File: src/pld_pkg.sv
// Purpose: Constants for the port-input and immediate-load decode block.
// Assumes: 10-bit instruction words, one word per machine cycle.
// Notes: Opcodes are full 10-bit patterns or prefix patterns with masks.
//
// What this block does
// RULE1: Read port two opcode copies port into accumulator.
// RULE2: Read port three opcode copies port, carry untouched.
// RULE3: Increment Y, wrap, skip next when zero.
// RULE4: Load immediate nibble into accumulator, carry untouched.
// RULE5: Consecutive accumulator loads: only first one executes.
// RULE6: Pointer pair load writes X and Y immediates.
// RULE7: Consecutive pointer pair loads: only first executes.
// RULE8: One word, one cycle; skipped word changes nothing. Code: a skipped load still updates last_q, extending its run.
`default_nettype none
package pld_pkg;
  // ************************************************************
  // Opcodes and field layout
  // ************************************************************
  localparam logic [9:0] OP_READ_PORT_TWO = 10'h262;
  localparam logic [9:0] OP_READ_PORT_THREE = 10'h263;
  localparam logic [9:0] OP_INC_ROW = 10'h013;
  localparam logic [5:0] OP_LOAD_ACC_PREFIX = 6'h07;
  localparam logic [1:0] OP_LOAD_PAIR_PREFIX = 2'h3;
  localparam int IMM_LSB = 0;
  localparam int IMM_X_LSB = 4;
  localparam int PREFIX6_LSB = 4;
  localparam int PREFIX2_LSB = 8;
  // ************************************************************
  // Reset values
  // ************************************************************
  localparam logic [3:0] RST_NIBBLE = 4'h0;
  typedef enum logic [1:0] {PLD_OTHER, PLD_LOAD_ACC, PLD_LOAD_PAIR} pld_kind_t;
endpackage
`default_nettype wire

File: src/pld_decode.sv
// Purpose: Classifies one instruction word for the load/input executor.
// Assumes: Word is stable during its machine cycle.
// Notes: Pure combinational decode; no state.
`default_nettype none
module pld_decode
  import pld_pkg::*;
(
  // Instruction word.
  input wire logic [9:0] instr_i,
  // Decoded strobes.
  output logic is_port_two_o,
  output logic is_port_three_o,
  output logic is_inc_row_o,
  output logic is_load_acc_o,
  output logic is_load_pair_o
);
  // Exact matches for the input and increment words, prefix matches for loads.
  assign is_port_two_o = (instr_i == OP_READ_PORT_TWO);
  assign is_port_three_o = (instr_i == OP_READ_PORT_THREE);
  assign is_inc_row_o = (instr_i == OP_INC_ROW);
  assign is_load_acc_o = (instr_i[9:PREFIX6_LSB] == OP_LOAD_ACC_PREFIX);
  assign is_load_pair_o = (instr_i[9:PREFIX2_LSB] == OP_LOAD_PAIR_PREFIX);
endmodule
`default_nettype wire

File: src/pld_core.sv
// Purpose: Executes port reads, row increment and immediate loads.
// Assumes: One instruction per clock when instr_valid_i is high.
// Notes: Carry flag is held outside; this block never drives it.
`default_nettype none
module pld_core
  import pld_pkg::*;
(
  // Clock and reset.
  input wire logic clk_i,
  input wire logic rst_b_i,
  // Instruction stream.
  input wire logic instr_valid_i,
  input wire logic [9:0] instr_i,
  // Port levels.
  input wire logic [3:0] input_port_two_i,
  input wire logic [3:0] input_port_three_i,
  // Architectural state and skip strobe.
  output logic [3:0] acc_o,
  output logic [3:0] reg_x_o,
  output logic [3:0] reg_y_o,
  output logic skipped_o
);
  // ************************************************************
  // Decode
  // ************************************************************
  // Decoded strobes for the current word.
  logic dec_port_two;
  logic dec_port_three;
  logic dec_inc_row;
  logic dec_load_acc;
  logic dec_load_pair;
  // Architectural registers and their next values.
  logic [3:0] acc_q;
  logic [3:0] acc_d;
  logic [3:0] x_q;
  logic [3:0] x_d;
  logic [3:0] y_q;
  logic [3:0] y_d;
  // Pending skip and the kind of the last valid word, for run detection.
  logic skip_q;
  logic skip_d;
  pld_kind_t last_q;
  pld_kind_t last_d;
  pld_kind_t kind_now;
  // Immediate fields and the incremented row pointer.
  logic [3:0] imm_low;
  logic [3:0] imm_high;
  logic [3:0] y_inc;
  logic run_skip;
  logic skip_now;
  logic exec;

  pld_decode i_pld_decode (
    .instr_i(instr_i),
    .is_port_two_o(dec_port_two),
    .is_port_three_o(dec_port_three),
    .is_inc_row_o(dec_inc_row),
    .is_load_acc_o(dec_load_acc),
    .is_load_pair_o(dec_load_pair)
  );

  // Both immediates are sliced once so the executor and the checks agree on position.
  assign imm_low = instr_i[IMM_LSB +: 4];
  assign imm_high = instr_i[IMM_X_LSB +: 4];
  // Kind of the current word as the run detector sees it.
  assign kind_now = dec_load_acc ? PLD_LOAD_ACC :
                    (dec_load_pair ? PLD_LOAD_PAIR : PLD_OTHER);

  // ************************************************************
  // Skip and run detection
  // ************************************************************
  // A load following a load of the same kind is dropped, even without a skip flag.
  // A skipped load still extends its run, so only a word of another kind ends it.
  assign run_skip = (dec_load_acc && last_q == PLD_LOAD_ACC) ||
                    (dec_load_pair && last_q == PLD_LOAD_PAIR); // RULE5 RULE7
  assign skip_now = skip_q || run_skip; // RULE8
  // Only a valid word that is not skipped may touch acc, X or Y.
  assign exec = instr_valid_i && !skip_now;
  assign y_inc = y_q + 4'h1; // RULE3

  // ************************************************************
  // Next state
  // ************************************************************
  // Every word is decoded in full; the executor applies at most one effect per cycle.
  always_comb begin
    acc_d = acc_q;
    x_d = x_q;
    y_d = y_q;
    skip_d = skip_q;
    last_d = last_q;
    if (instr_valid_i) begin
      // A valid word consumes any pending skip; idle cycles leave it armed.
      skip_d = 1'b0;
      last_d = kind_now;
    end
    if (exec) begin
      if (dec_port_two) begin
        acc_d = input_port_two_i; // RULE1
      end else if (dec_port_three) begin
        acc_d = input_port_three_i; // RULE2
      end else if (dec_inc_row) begin
        y_d = y_inc; // RULE3
        // Assigned after the clear above, so a new skip wins over consuming the old one.
        skip_d = (y_inc == 4'h0); // RULE3
      end else if (dec_load_acc) begin
        acc_d = imm_low; // RULE4
      end else if (dec_load_pair) begin
        x_d = imm_high; // RULE6
        y_d = imm_low; // RULE6
      end
    end
  end

  // ************************************************************
  // State registers
  // ************************************************************
  // Synchronous reset; every register loads its next value on every edge.
  always_ff @(posedge clk_i) begin
    if (!rst_b_i) begin
      acc_q <= RST_NIBBLE;
      x_q <= RST_NIBBLE;
      y_q <= RST_NIBBLE;
      skip_q <= 1'b0;
      last_q <= PLD_OTHER;
    end else begin
      acc_q <= acc_d;
      x_q <= x_d;
      y_q <= y_d;
      skip_q <= skip_d;
      last_q <= last_d;
    end
  end

  // Data outputs come straight from registers; the skip strobe is combinational.
  assign acc_o = acc_q;
  assign reg_x_o = x_q;
  assign reg_y_o = y_q;
  assign skipped_o = instr_valid_i && skip_now;

  // ************************************************************
  // Checks
  // ************************************************************
  // Port reads land in the accumulator one edge after their word.
  property p_port_two;
    @(posedge clk_i) disable iff (!rst_b_i)
    (exec && dec_port_two) |=> (acc_o == $past(input_port_two_i));
  endproperty
  a_port_two: assert property (p_port_two) else $error("port two read wrong"); // RULE1
  property p_port_three;
    @(posedge clk_i) disable iff (!rst_b_i)
    (exec && dec_port_three) |=> (acc_o == $past(input_port_three_i));
  endproperty
  a_port_three: assert property (p_port_three) else $error("port three read wrong"); // RULE2
  // A wrap to zero arms the skip and applies it to the next valid word.
  property p_inc_skip;
    @(posedge clk_i) disable iff (!rst_b_i)
    (exec && dec_inc_row && y_q == 4'hf) |=>
      (reg_y_o == 4'h0) && skip_q && (!instr_valid_i || skipped_o);
  endproperty
  a_inc_skip: assert property (p_inc_skip) else $error("row wrap did not skip"); // RULE3
  property p_inc_noskip;
    @(posedge clk_i) disable iff (!rst_b_i)
    (exec && dec_inc_row && y_q != 4'hf) |=> (reg_y_o == $past(y_q) + 4'h1) && !skip_q;
  endproperty
  a_inc_noskip: assert property (p_inc_noskip) else $error("row increment wrong"); // RULE3
  // An armed skip survives idle cycles until a valid word takes it.
  property p_skip_kept;
    @(posedge clk_i) disable iff (!rst_b_i)
    (skip_q && !instr_valid_i) |=> skip_q;
  endproperty
  a_skip_kept: assert property (p_skip_kept) else $error("pending skip lost"); // RULE3
  property p_y_source;
    @(posedge clk_i) disable iff (!rst_b_i)
    !(exec && (dec_inc_row || dec_load_pair)) |=> $stable(reg_y_o);
  endproperty
  a_y_source: assert property (p_y_source) else $error("row pointer changed"); // RULE3
  // Accumulator loads and the words that may write it.
  property p_load_acc;
    @(posedge clk_i) disable iff (!rst_b_i)
    (exec && dec_load_acc) |=> (acc_o == $past(imm_low));
  endproperty
  a_load_acc: assert property (p_load_acc) else $error("accumulator load wrong"); // RULE4
  property p_acc_source;
    @(posedge clk_i) disable iff (!rst_b_i)
    !(exec && (dec_port_two || dec_port_three || dec_load_acc)) |=> $stable(acc_o);
  endproperty
  a_acc_source: assert property (p_acc_source) else $error("accumulator changed"); // RULE4
  // Runs of accumulator loads: the second is dropped, another kind ends the run.
  property p_acc_run;
    @(posedge clk_i) disable iff (!rst_b_i)
    (instr_valid_i && dec_load_acc) ##1 (instr_valid_i && dec_load_acc) |-> skipped_o;
  endproperty
  a_acc_run: assert property (p_acc_run) else $error("second load in run ran"); // RULE5
  property p_run_breaks;
    @(posedge clk_i) disable iff (!rst_b_i)
    (instr_valid_i && !dec_load_acc) ##1 (instr_valid_i && dec_load_acc && !skip_q) |->
      !skipped_o;
  endproperty
  a_run_breaks: assert property (p_run_breaks) else $error("load after other word dropped"); // RULE5
  // Pointer pair loads and the words that may write X.
  property p_load_pair;
    @(posedge clk_i) disable iff (!rst_b_i)
    (exec && dec_load_pair) |=> (reg_x_o == $past(imm_high) && reg_y_o == $past(imm_low));
  endproperty
  a_load_pair: assert property (p_load_pair) else $error("pointer pair load wrong"); // RULE6
  property p_x_source;
    @(posedge clk_i) disable iff (!rst_b_i)
    !(exec && dec_load_pair) |=> $stable(reg_x_o);
  endproperty
  a_x_source: assert property (p_x_source) else $error("column pointer changed"); // RULE6
  property p_pair_run;
    @(posedge clk_i) disable iff (!rst_b_i)
    (instr_valid_i && dec_load_pair) ##1 (instr_valid_i && dec_load_pair) |-> skipped_o;
  endproperty
  a_pair_run: assert property (p_pair_run) else $error("second pair load ran"); // RULE7
  // Skipped words and idle cycles leave acc, X and Y as they were.
  property p_skip_holds;
    @(posedge clk_i) disable iff (!rst_b_i)
    skipped_o |=> $stable(acc_o) && $stable(reg_x_o) && $stable(reg_y_o);
  endproperty
  a_skip_holds: assert property (p_skip_holds) else $error("skipped word changed state"); // RULE8
  property p_idle_holds;
    @(posedge clk_i) disable iff (!rst_b_i)
    !instr_valid_i |=> $stable(acc_o) && $stable(reg_x_o) && $stable(reg_y_o);
  endproperty
  a_idle_holds: assert property (p_idle_holds) else $error("idle cycle changed state"); // RULE8
  // Reset clears the registers, the armed skip and the run memory.
  property p_reset_clears;
    @(posedge clk_i)
    !rst_b_i |=> (acc_o == RST_NIBBLE && reg_x_o == RST_NIBBLE && reg_y_o == RST_NIBBLE &&
      !skip_q && last_q == PLD_OTHER);
  endproperty
  a_reset_clears: assert property (p_reset_clears) else $error("reset left state"); // RULE8
endmodule
`default_nettype wire

File: config.mk
export PLATFORM = sky130hd
export DESIGN_NAME = pld_core
export DESIGN_NICKNAME = d
export VERILOG_FILES = /design/src/pld_pkg.sv /design/src/pld_decode.sv /design/src/pld_core.sv
export SDC_FILE = /design/constraint.sdc
export NUM_CORES = 1
export LEC_CHECK = 0
export ABC_AREA = 1
export BUFFER_PORTS_ARGS = -buffer_cell sky130_fd_sc_hd__buf_2
export CAP_MARGIN = 20
export CELL_PAD_IN_SITES_DETAIL_PLACEMENT = 1
export CELL_PAD_IN_SITES_GLOBAL_PLACEMENT = 2
export CORE_MARGIN = 4
export CORE_UTILIZATION = 26
export DETAILED_ROUTE_END_ITERATION = 6
export GPL_ROUTABILITY_DRIVEN = 0
export PLACE_DENSITY_LB_ADDON = 0.1
export SLEW_MARGIN = 20
export SYNTH_ARGS = -nofsm -noshare
export SYNTH_HDL_FRONTEND = slang
export SYNTH_SLANG_ARGS = --single-unit
export TNS_END_PERCENT = 20
File: constraint.sdc
create_clock -name clk_i -period 2.5 [get_ports clk_i]
set_input_delay 0.25 -clock clk_i [delete_from_list [all_inputs] [get_ports clk_i]]
set_output_delay 0.25 -clock clk_i [all_outputs]
set_load 0.02 [all_outputs]
==> reports/results.ini <==
[status]
outcome = complete, no violations

[synthesis]
synth_area_um2 = 997
ys_ff_latch = 15
syn_nets = 183
synthCells = 161
synthTopCellsByArea = dfxtp_1 30%, nand2_1 14%, nor2_1 13%
netlist-cell-type-count = 22
syn_area_per_cell_um2 = 6.19
yosysWarnings = 0
synth_top_area_cell = dfxtp_1
synth.top_cell.area_share_pct = 30.1
ys_seq_area_share_pct = 30.1

[power]
switching_share_pct = 29.7
seqPwrFrac_pct = 45.1
p_clk_share_pct = 37.0
p_comb_share_pct = 17.9
netSwitchingPower_mw = 0.168
p_leak_nw = 0.662
pwr_density_cell_mw_per_mm2 = 450
p_int_mw = 0.398
irDropWorstVdd_mv = 0.192

[clock_tree]
cts_made_buffers = 3
hold_buffers = 0
cts.sinks = 15
cts_htree_levels = 1
insertion_delay_ps = 260
cts_buffer_depth = 2
clk_pin_slew_worst_paths_ps = 70
root_buffer = clkbuf_8
cts_resized = 0
cts_tree = yes
postCtsSetupBuffers = 0

[critical_path]
critPathArrivalTime_ps = 1200
slowest_stage = dfxtp_1
crit_buf_inv = 2
worst_setup_path_end_kind = primary output
worstPathCellList = inv_1, nor2_1, nand3_1, a21oi_1, buf_2
worst_setup_path_start_kind = flop
path_class = flop to primary output
reg2regPathDepth = 9
crit_family = flip-flops
rr_startpoint = last_q[0]
max_stage_delay_ps = 330
crit_required_ps = 2250
worst-path-max-fanout = 3
reg2reg_slack_ps = 1150
reg2reg_to = reg_x_o[2]

[floorplanning]
die_x_um = 69.9
fp-row-count = 22
coreArea_mm2 = 0.00369
die-area_mm2 = 0.00489
initial_core_util_pct = 27.0
dieHeight_um = 69.9
pin_count = 34

[worst_hold_path]
worstHoldStart = instr_valid_i
hp-class = input port to flop
hold-path-endpoint = last_q[1]
whs_path_depth = 2

[timing]
rsz0062_at_grt = false
min_period_over_period_pct = 57.8
fin_ws_ps = 1050
fmax_ghz = 0.692
finalHoldViolations = 0
fin_worst_skew_ps = 2.35
maxSlewHeadroom_pct = 81.7
drv_slew = 0
layout_min_cycle_time_ps = 1450
tns_ps = 0
finalSetupViolCount = 0
max_slew.worst_pin.slew_ps = 274

[grt]
grtUsageTotal_pct = 12.8
grt_pass1_wl_um = 5060
grt_pass1_vias = 1105
grt_max_degree = 16
grt_overflow_total = 0
antenna_found_initial = 0

[detailed_routing]
vias = 1082
wl_per_cell_um = 11.6
routed_wl_um = 2850
final_antenna_net_count = 0
drt_pass1_iterations = 4
drc_errors = 0
viasPerCell = 4.42
first_iter_violations = 32

[finish]
seq_area_um2 = 300
final_util_pct = 34.1
nNetsFinal = 220
final_cells = 245
multiInputGateArea_um2 = 599
fin_area_mm2 = 0.00126
fillers = 525
layout_commonest_cell = nand2_1
layout_common_cells = 38 x nand2_1, 35 x nor2_1, 33 x buf_2
diodes = 0
syn2layout_area_growth_pct = 26.0
drive_gt1_share_pct = 26.9

[placed_design]
hpwl_um = 2330
io_buffers = 33
place_ws_ps = 1000
place_area_mm2 = 0.00121
placedCellCount = 241

[run]
maxCapViolCount = 0

## registers in the layout, summed over array words and instances (netlist names)
signal	flops
acc_o	4
reg_x_o	4
reg_y_o	4
last_q	2
skip_q	1
## layout make-up
class | instances | area share, %
clock buffer | 4 | 3.59
sequential | 15 | 23.9
timing repair buffer | 33 | 13.1
multi-input combinational | 122 | 47.7
inverter | 23 | 6.87
tap | 48 | 4.78
## power groups by stage
stage	clock, mW	sequential (mW)	combinational [mW]
2_1_floorplan	0	0.268	0.0524
3_3_place_gp	0	0.260	0.102
3_5_place_dp	0	0.261	0.103
4_1_cts	0.221	0.255	0.104
5_1_grt	0.231	0.256	0.116
6_report	0.209	0.255	0.101
## cell usage after synthesis
cell type  number
a21boi_1        1
a21oi_1         3
buf_6           1
dfxtp_1        15
ha_1            1
inv_1          20
inv_2           3
nand2_1        38
nand2_2         3
nand2_4         1
nand3_1        15
nand3_2         2
nand3b_1        1
nand4_1         3
nor2_1         35
nor2_2          3
nor2_4          5
nor3_1          1
o21ai_0         7
or2_1           1
xnor2_1         1
xor2_1          1
## how the worst max path moves through the flow
stage | startpoint | to | slack (ps) | cells after the start
floorplan | instr_i[7] | skipped_o | 1270 | 5
global placement | instr_i[7] | reg_x_o[3] | 1030 | 10
detailed placement | instr_i[8] | reg_x_o[2] | 1000 | 9
CTS | last_q[0] | skipped_o | 1020 | 5
global route | last_q[0] | skipped_o | 930 | 5
finish | last_q[0] | skipped_o | 1050 | 5
## worst reg2reg max path: stages, from the launching register on
cell	delay (ps)
dfxtp_1	330
inv_1	50
nand2_1	50
nor2_1	50
nor2_2	140
nand3_2	130
nor2_2	200
inv_1	120
nor2_1	120
nor2_1	60
## metal layers
metal	vias up	GRT usage, %	share of wire, %
met5	-	0	0
met4	0	6.38	2.1
met3	5	3.45	6.5
met2	30	19.4	43
met1	479	16.7	48
li1	568	-	-
## per-stage QoR
step | hold WS, ps | power (mW)
4_1_cts | 237 | 0.580
3_5_place_dp | 478 | 0.364
6_report | 245 | 0.566
2_1_floorplan | 339 | 0.321
5_1_grt | 258 | 0.603
3_3_place_gp | 471 | 0.361
## logic make-up (layout without fill, tap and decap cells)
logic type | Yosys count | count (layout) | share of synthesized area (%)
AND/OR/NAND/NOR | 108 | 108 | 51.3
adder cells (fa/ha/maj) | 1 | 1 | 1.25
flip-flops | 15 | 15 | 30.1
AO/OA/AOI/OAI | 11 | 11 | 5.77
buffers and inverters | 24 | 60 | 9.79
XOR/XNOR | 2 | 2 | 1.76
(Power assumes the default switching activity.)
